$ cat src/verilog/asm_pack_pkg.sv
// Constants and carrier types for the drive status assembly packer
package asm_pack_pkg;

    // Producing instance numbers
    localparam logic [7:0] INST_BASIC     = 8'h46;
    localparam logic [7:0] INST_EXT       = 8'h47;
    localparam logic [7:0] INST_TORQ      = 8'h48;
    localparam logic [7:0] INST_EXT_TORQ  = 8'h49;

    // Payload lengths in bytes
    localparam logic [2:0] LEN_SHORT      = 3'h4;
    localparam logic [2:0] LEN_LONG       = 3'h6;
    localparam logic [2:0] LEN_NONE       = 3'h0;

    // Flag bit positions in byte 0
    localparam int FLAG_FAULTED_POS   = 0;
    localparam int FLAG_WARNING_POS   = 1;
    localparam int FLAG_RUN_FWD_POS   = 2;
    localparam int FLAG_RUN_REV_POS   = 3;
    localparam int FLAG_READY_POS     = 4;
    localparam int FLAG_CTRL_NET_POS  = 5;
    localparam int FLAG_REF_NET_POS   = 6;
    localparam int FLAG_REACHED_POS   = 7;

    // Register byte addresses
    localparam logic [4:0] REG_CTRL       = 5'h00;
    localparam logic [4:0] REG_STATUS     = 5'h04;
    localparam logic [4:0] REG_IRQ_STAT   = 5'h08;
    localparam logic [4:0] REG_IRQ_MASK   = 5'h0C;
    localparam logic [4:0] REG_PAYLOAD_LO = 5'h10;
    localparam logic [4:0] REG_PAYLOAD_HI = 5'h14;

    // Register fields
    localparam int CTRL_BUILD_POS     = 8;
    localparam int STATUS_ERR_POS     = 8;
    localparam int PAYLOAD_LEN_LSB    = 16;
    localparam int IRQ_DONE_POS       = 0;
    localparam int IRQ_BAD_POS        = 1;
    localparam int IRQ_WIDTH          = 2;

    // Reset values
    localparam logic [7:0] CTRL_INST_RST  = 8'h46;
    localparam logic [1:0] IRQ_MASK_RST   = 2'h0;

    typedef struct packed {
        logic        speed_reached_flag;
        logic        ref_net_flag;
        logic        ctrl_net_flag;
        logic        ready_flag;
        logic        running_reverse_flag;
        logic        running_forward_flag;
        logic        warning_flag;
        logic        faulted_flag;
        logic [7:0]  drive_state;
        logic [15:0] speed_actual;
        logic [15:0] torque_actual;
    } drive_status_t;

    typedef struct packed {
        logic [5:0][7:0] bytes;
        logic [2:0]      len;
    } payload_t;

    typedef enum logic [0:0] {
        BUS_IDLE = 1'b0,
        BUS_ACK  = 1'b1
    } bus_state_t;

endpackage

$ cat src/verilog/drive_status_assembly_packer.sv
// Drive status assembly packer with Avalon-MM register slave
// Contract
// - Offer producing instances 70 to 73; requested number picks the layout.
// - Instance 70: four bytes, fault bit 0, forward bit 2, byte 1 zero.
// - Speed word goes low byte in byte 2, high byte in byte 3.
// - Instance 71 byte 0 holds the eight flags, reached at bit 7.
// - Extended layouts carry the drive state code in byte 1.
// - Instance 72: six bytes, first four as instance 70, then torque.
// - Torque word goes low byte in byte 4, high byte in byte 5.
// - Instance 73: extended flags, drive state, speed in bytes 2 and 3.
// - Instance 73 appends torque after speed, giving six bytes.
//
// Added by the designer: the Avalon-MM register port and the address map.
module drive_status_assembly_packer (
    // Clock and reset
    input  wire logic                         core_clk,
    input  wire logic                         resetn,
    // Drive status from the inverter core
    input  wire asm_pack_pkg::drive_status_t  drive_status,
    // Network side producing request
    input  wire logic                         prod_req,
    input  wire logic [7:0]                   prod_inst,
    output logic                              prod_valid,
    output logic                              prod_err,
    output logic [47:0]                       prod_data,
    output logic [2:0]                        prod_len,
    // Avalon-MM register slave
    input  wire logic [4:0]                   avs_address,
    input  wire logic                         avs_read,
    input  wire logic                         avs_write,
    input  wire logic [31:0]                  avs_writedata,
    input  wire logic [3:0]                   avs_byteenable,
    output logic [31:0]                       avs_readdata,
    output logic                              avs_waitrequest,
    // Interrupt
    output logic                              irq
);

    // Known instance check, shared by both request sources
    function automatic logic inst_known(input logic [7:0] inst);
        inst_known = (inst == asm_pack_pkg::INST_BASIC)
                  || (inst == asm_pack_pkg::INST_EXT)
                  || (inst == asm_pack_pkg::INST_TORQ)
                  || (inst == asm_pack_pkg::INST_EXT_TORQ);
    endfunction

    // Payload builder, shared by the network and software requests
    function automatic asm_pack_pkg::payload_t build_payload(
        input logic [7:0]                  inst,
        input asm_pack_pkg::drive_status_t st
    );
        logic [7:0] basic_flags;
        logic [7:0] ext_flags;
        asm_pack_pkg::payload_t p;
        basic_flags = 8'h00;
        ext_flags   = 8'h00;
        p           = '0;
        basic_flags[asm_pack_pkg::FLAG_FAULTED_POS] = st.faulted_flag;
        basic_flags[asm_pack_pkg::FLAG_RUN_FWD_POS] = st.running_forward_flag;
        ext_flags[asm_pack_pkg::FLAG_FAULTED_POS]   = st.faulted_flag;
        ext_flags[asm_pack_pkg::FLAG_WARNING_POS]   = st.warning_flag;
        ext_flags[asm_pack_pkg::FLAG_RUN_FWD_POS]   = st.running_forward_flag;
        ext_flags[asm_pack_pkg::FLAG_RUN_REV_POS]   = st.running_reverse_flag;
        ext_flags[asm_pack_pkg::FLAG_READY_POS]     = st.ready_flag;
        ext_flags[asm_pack_pkg::FLAG_CTRL_NET_POS]  = st.ctrl_net_flag;
        ext_flags[asm_pack_pkg::FLAG_REF_NET_POS]   = st.ref_net_flag;
        ext_flags[asm_pack_pkg::FLAG_REACHED_POS]   = st.speed_reached_flag;
        case (inst)
            asm_pack_pkg::INST_BASIC:
            begin
                p.bytes[0] = basic_flags;
                p.bytes[1] = 8'h00;
                p.len      = asm_pack_pkg::LEN_SHORT;
            end
            asm_pack_pkg::INST_EXT:
            begin
                p.bytes[0] = ext_flags;
                p.bytes[1] = st.drive_state;
                p.len      = asm_pack_pkg::LEN_SHORT;
            end
            asm_pack_pkg::INST_TORQ:
            begin
                p.bytes[0] = basic_flags;
                p.bytes[1] = 8'h00;
                p.bytes[4] = st.torque_actual[7:0];
                p.bytes[5] = st.torque_actual[15:8];
                p.len      = asm_pack_pkg::LEN_LONG;
            end
            asm_pack_pkg::INST_EXT_TORQ:
            begin
                p.bytes[0] = ext_flags;
                p.bytes[1] = st.drive_state;
                p.bytes[4] = st.torque_actual[7:0];
                p.bytes[5] = st.torque_actual[15:8];
                p.len      = asm_pack_pkg::LEN_LONG;
            end
            default:
            begin
                p.len      = asm_pack_pkg::LEN_NONE;
            end
        endcase
        if (inst_known(inst))
        begin
            p.bytes[2] = st.speed_actual[7:0];
            p.bytes[3] = st.speed_actual[15:8];
        end
        build_payload = p;
    endfunction

    // Reset synchroniser: async assert, release through two flops
    logic rst_meta_q;
    logic rst_n_q;

    always_ff @(posedge core_clk or negedge resetn)
    begin
        if (!resetn)
        begin
            rst_meta_q <= 1'b0;
            rst_n_q    <= 1'b0;
        end
        else
        begin
            rst_meta_q <= 1'b1;
            rst_n_q    <= rst_meta_q;
        end
    end

    // Register state
    asm_pack_pkg::bus_state_t  bus_q;
    asm_pack_pkg::payload_t    payload_q;
    logic [7:0]                ctrl_inst_q;
    logic                      sw_pending_q;
    logic [7:0]                last_inst_q;
    logic                      last_err_q;
    logic [1:0]                irq_stat_q;
    logic [1:0]                irq_mask_q;
    logic [31:0]               rdata_q;
    logic                      valid_q;
    logic                      err_q;

    // Bus decode
    logic                      bus_req;
    logic                      bus_commit;
    logic                      wr_commit;
    logic                      wr_ctrl;
    logic                      wr_stat;
    logic                      wr_mask;
    logic                      sw_build_wr;

    assign bus_req     = avs_read | avs_write;
    assign bus_commit  = bus_req && (bus_q == asm_pack_pkg::BUS_ACK);
    assign wr_commit   = bus_commit && avs_write;
    assign wr_ctrl     = wr_commit && (avs_address == asm_pack_pkg::REG_CTRL);
    assign wr_stat     = wr_commit && (avs_address == asm_pack_pkg::REG_IRQ_STAT);
    assign wr_mask     = wr_commit && (avs_address == asm_pack_pkg::REG_IRQ_MASK);
    assign sw_build_wr = wr_ctrl && avs_byteenable[1]
                      && avs_writedata[asm_pack_pkg::CTRL_BUILD_POS];

    // Build arbitration: network request wins, a software build waits while prod_req is high
    logic                      build_fire;
    logic                      build_sw;
    logic [7:0]                build_inst;
    logic                      build_ok;
    asm_pack_pkg::payload_t    build_p;

    assign build_sw   = sw_pending_q && !prod_req;
    assign build_fire = prod_req || build_sw;
    assign build_inst = prod_req ? prod_inst : ctrl_inst_q;
    assign build_ok   = inst_known(build_inst);
    // Every field is taken from the same cycle's status word
    assign build_p    = build_payload(build_inst, drive_status);

    // Interrupt events
    logic [1:0]                irq_set;
    logic [1:0]                irq_clr;

    assign irq_set[asm_pack_pkg::IRQ_DONE_POS] = build_fire && build_ok;
    assign irq_set[asm_pack_pkg::IRQ_BAD_POS]  = build_fire && !build_ok;
    assign irq_clr = (wr_stat && avs_byteenable[0]) ? avs_writedata[1:0] : 2'h0;

    // Read mux
    logic [31:0]               rdata_d;

    assign rdata_d =
        (avs_address == asm_pack_pkg::REG_CTRL)       ? {24'h000000, ctrl_inst_q} :
        (avs_address == asm_pack_pkg::REG_STATUS)     ? {23'h000000, last_err_q, last_inst_q} :
        (avs_address == asm_pack_pkg::REG_IRQ_STAT)   ? {30'h00000000, irq_stat_q} :
        (avs_address == asm_pack_pkg::REG_IRQ_MASK)   ? {30'h00000000, irq_mask_q} :
        (avs_address == asm_pack_pkg::REG_PAYLOAD_LO) ? payload_q.bytes[3:0] :
        (avs_address == asm_pack_pkg::REG_PAYLOAD_HI) ?
            {13'h0000, payload_q.len, payload_q.bytes[5:4]} :
        32'h00000000;

    // Bus handshake: one wait cycle, then the access completes
    always_ff @(posedge core_clk or negedge rst_n_q)
    begin
        if (!rst_n_q)
        begin
            bus_q   <= asm_pack_pkg::BUS_IDLE;
            rdata_q <= 32'h00000000;
        end
        else
        begin
            case (bus_q)
                asm_pack_pkg::BUS_IDLE:
                begin
                    if (bus_req)
                    begin
                        bus_q   <= asm_pack_pkg::BUS_ACK;
                        rdata_q <= rdata_d;
                    end
                end
                asm_pack_pkg::BUS_ACK:
                begin
                    bus_q <= asm_pack_pkg::BUS_IDLE;
                end
                default:
                begin
                    bus_q <= asm_pack_pkg::BUS_IDLE;
                end
            endcase
        end
    end

    // Control registers
    always_ff @(posedge core_clk or negedge rst_n_q)
    begin
        if (!rst_n_q)
        begin
            ctrl_inst_q <= asm_pack_pkg::CTRL_INST_RST;
            irq_mask_q  <= asm_pack_pkg::IRQ_MASK_RST;
        end
        else
        begin
            if (wr_ctrl && avs_byteenable[0])
                ctrl_inst_q <= avs_writedata[7:0];
            if (wr_mask && avs_byteenable[0])
                irq_mask_q <= avs_writedata[1:0];
        end
    end

    // Software build request, held until the builder is free
    always_ff @(posedge core_clk or negedge rst_n_q)
    begin
        if (!rst_n_q)
            sw_pending_q <= 1'b0;
        else
            sw_pending_q <= sw_build_wr || (sw_pending_q && !build_sw);
    end

    // Sticky status: a new event beats a clear in the same cycle
    always_ff @(posedge core_clk or negedge rst_n_q)
    begin
        if (!rst_n_q)
            irq_stat_q <= 2'h0;
        else
            irq_stat_q <= irq_set | (irq_stat_q & ~irq_clr);
    end

    // Payload capture; a bad instance leaves the last good payload in place
    always_ff @(posedge core_clk or negedge rst_n_q)
    begin
        if (!rst_n_q)
        begin
            payload_q   <= '0;
            last_inst_q <= 8'h00;
            last_err_q  <= 1'b0;
            valid_q     <= 1'b0;
            err_q       <= 1'b0;
        end
        else
        begin
            valid_q <= prod_req && build_ok;
            err_q   <= prod_req && !build_ok;
            if (build_fire)
            begin
                last_inst_q <= build_inst;
                last_err_q  <= !build_ok;
                if (build_ok)
                    payload_q <= build_p;
            end
        end
    end

    // Outputs
    assign prod_valid      = valid_q;
    assign prod_err        = err_q;
    assign prod_data       = payload_q.bytes;
    assign prod_len        = payload_q.len;
    assign avs_readdata    = rdata_q;
    assign avs_waitrequest = bus_req && (bus_q == asm_pack_pkg::BUS_IDLE);
    assign irq             = |(irq_stat_q & irq_mask_q);

endmodule

$ cat config.mk
export PLATFORM = sky130hd
export DESIGN_NAME = drive_status_assembly_packer
export DESIGN_NICKNAME = d
export VERILOG_FILES = /design/src/verilog/asm_pack_pkg.sv /design/src/verilog/drive_status_assembly_packer.sv
export SDC_FILE = /design/constraint.sdc
export NUM_CORES = 1
export LEC_CHECK = 0
export BUFFER_PORTS_ARGS = -buffer_cell sky130_fd_sc_hd__buf_4
export CAP_MARGIN = 20
export CORE_ASPECT_RATIO = 0.5
export CORE_MARGIN = 2
export CORE_UTILIZATION = 52
export DETAILED_ROUTE_END_ITERATION = 8
export PLACE_DENSITY = 0.85
export SLEW_MARGIN = 20
export SYNTH_ARGS = -nofsm -noshare
export SYNTH_HDL_FRONTEND = slang
export SYNTH_SLANG_ARGS = --single-unit
export TNS_END_PERCENT = 50
$ cat constraint.sdc
create_clock -name core_clk -period 8.34 [get_ports core_clk]
set_input_delay 1.251 -clock core_clk [delete_from_list [all_inputs] [get_ports core_clk]]
set_output_delay 1.251 -clock core_clk [all_outputs]
set_load 0.005 [all_outputs]
==> summary.txt <==
Logic synthesis
  • Most common flop cell mapped by yosys: dfrtp_1
  • Average cell area after synthesis: 11.3 um^2
  • #FFs+latches synth: 109
  • Cell variety after synth: 43
  • Mapped Cells: 420
  • Synthesized area: 4760 um^2
  • Syn nets: 522
  • Ys async rst share: 1.00
  • Ys Warns: 0
  • Seq/Total Area, Yosys: 0.574
  • Post-synth EDFFs: 0

Timing
  • Max Clk Rate: 256 MHz
  • Worst-Margin Slew: 0.846 ns
  • Final hold vios: 0
  • Slew Limit Fails: 0
  • Clock Skews: 0.00694 ns
  • Unrepaired setup endpoints after global routing: false
  • Max_slew headroom: 0.436
  • TNS Setup: 0 ns
  • Tmin final: 3.91 ns
  • Final period utilization: 0.468
  • Setup Viol. Count Final: 0

Critical path
  • Most Frequent Cell on Critical Path: buf_4
  • Critical path, cell by cell: buf_4, o21bai_4, buf_4, inv_1, buf_4
  • Startpoint types: input pin
  • Delay-heaviest family, CP: buffers and inverters
  • Worst setup path category: in -> out
  • CP Data Arrival Time: 2.65 ns
  • Worst EP required: 7.09 ns
  • Crit path max-delay cell type: buf_4
  • Worst Setup End Kind: output pin
  • Crit path max fanout: 51
  • CP max stage delay: 0.45 ns
  • Critical path buffers and inverters: 4

Clock network
  • Post-CTS Resized: 0
  • Maximum buffer depth of the clock tree: 2
  • Clk Tree Root Cell: clkbuf_16
  • Htree depth: 3
  • CTS tree: built
  • Total CTS buffers: 9
  • Clk_lat worst skew: 0.36 ns
  • Post-CTS Setup Bufs: 0
  • Clock Sinks: 109
  • Hold buffer count at CTS: 0
  • Clock-pin slew on the worst setup and hold paths: 0.06 ns

Pwr
  • Leak pwr: 3.27 nW
  • Peak supply drop: 135 uV
  • Total power: 1.36 mW
  • Total power per unit cell area: 215 nW/um^2

Finish
  • Final non-filler cell total: 692
  • Layout cell share with drive strength beyond 1: 0.390
  • Commonest non-fill, non-tap cell in the layout: buf_4
  • Number of fillers in the final layout: 629
  • Finished Core Util: 0.721
  • Diode count: 0
  • Commonest non-fill, non-tap cells in the layout: 166 x buf_4, 105 x dfrtp_1, 62 x nand2_1
  • Synth-to-layout area growth: 33.2%
  • Final net count: 672
  • Final instance area: 6340 um^2

Global route
  • GRT Total Usage: 0.257
  • Number of global-route vias before repair: 3820
  • First-pass GRT wire length: 19900 um
  • Initial antenna violation count: 0
  • Largest net degree at the start of global routing: 61
  • Grt ovf: 0

Die
  • Die W: 139 um
  • Starting Density: 0.541
  • Die ar.: 9990 um^2
  • # IOs: 189
  • Total core area: 8800 um^2
  • Die height: 71.7 um
  • Row cnt: 24

Drt
  • Avg WL per Cell: 18.3 um
  • Number of nets still failing antenna checks after routing: 0
  • Via Count: 3818
  • Vias per inst: 5.52
  • Pre-antenna DRT Iters: 5
  • Initial DRC Count: 314
  • DRC: 0
  • Final WL: 12600 um

Worst hold path
  • Hold crit path type: reg -> reg

Placement
  • Placed Cells: 676
  • Buffers on Ports: 162
  • Area after DPL: 6050 um^2
  • Placer Congestion: 0.840
  • Detailed Place HPWL: 8820 um

Run status
  • Outcome: completed

Job
  • MaxCap Viol Count: 0
[per-stage QoR]
step / setup WS, ns / hold slack [ns]
2_1_floorplan: 5.08 / 0.331
3_3_place_gp: 4.49 / 0.336
3_5_place_dp: 4.46 / 0.343
4_1_cts: 4.47 / 0.366
5_1_grt: 4.36 / 0.372
6_report: 4.43 / 0.361
[cell usage after synthesis, drive strengths merged (3+ instances only)]
cell | number | area (um^2)
buf | 12 | 73.8
a22o | 20 | 175
dfrtp | 106 | 2650
o21ai | 35 | 175
mux2i | 21 | 210
inv | 23 | 86.3
a221oi | 15 | 131
clkbuf | 15 | 57.6
nand4 | 3 | 25.0
a21oi | 9 | 45.0
mux2 | 33 | 435
nor3 | 4 | 25.0
and3 | 3 | 18.8
nor2 | 24 | 90.1
nand2 | 62 | 233
nand2b | 5 | 31.3
dfstp | 3 | 78.8
[area by class of cell]
cell class | count | area, um^2 | share of cell area
flip-flops and latches | 109 | 2740 | 0.431
inverters | 23 | 86.3 | 0.0136
clock inverters | 5 | 35.0 | 0.00552
multi-input cells | 261 | 1840 | 0.290
well taps | 117 | 146 | 0.0231
clock buffers | 11 | 253 | 0.0399
repair buffers | 166 | 1250 | 0.197
[state kept, by name, indices dropped and copies added, names as in the netlist]
| signal | flops |
|---|---|
| avs_readdata | 32 |
| bus_q | 1 |
| ctrl_inst_q | 8 |
| irq_mask_q | 2 |
| irq_stat_q | 2 |
| last_err_q | 1 |
| last_inst_q | 8 |
| prod_data | 48 |
| prod_err | 1 |
| prod_len | 2 |
| prod_valid | 1 |
| rst_meta_q | 1 |
| rst_n_q | 1 |
| sw_pending_q | 1 |
[report_power, final]
group          total [mW]  leakage, nW  internal (mW)  switching (mW)
registers           0.670         1.39          0.604          0.0666
clock network       0.412        0.141          0.219           0.193
logic               0.280         1.74          0.169           0.111
[logic make-up after synthesis]
kind of cell / share of synthesized area
compound gates: 0.134
buf+inv: 0.0457
flops: 0.574
mux: 0.136
other cells: 0.00158
simple gates: 0.109
[path summary, 6_finish.rpt]
| kind | cells after the start | start | to | slack [ns] |
|---|---|---|---|---|
| setup reg to reg | 4 | ctrl_inst_q[6] | prod_data[42] | 5.99 |
| min in group asynchronous | 0 | rst_n_q | prod_data[1] | 0.42 |
| hold / removal | 0 | rst_meta_q | rst_n_q | 0.36 |
| hold reg to reg | 0 | rst_meta_q | rst_n_q | 0.36 |
| max in group asynchronous | 1 | rst_n_q | prod_data[25] | 6.80 |
| setup / recovery | 5 | avs_write | avs_waitrequest | 4.43 |
[metal layers]
metal,wire length (um),share of wire,vias up,GRT usage
met1,5380,0.43,1922,0.338
met5,0,0,-,0
met2,6440,0.51,112,0.439
li1,-,-,1769,-
met4,163,0.013,0,0.0516
met3,644,0.051,15,0.0675
Power figures use the tool's default switching activity.
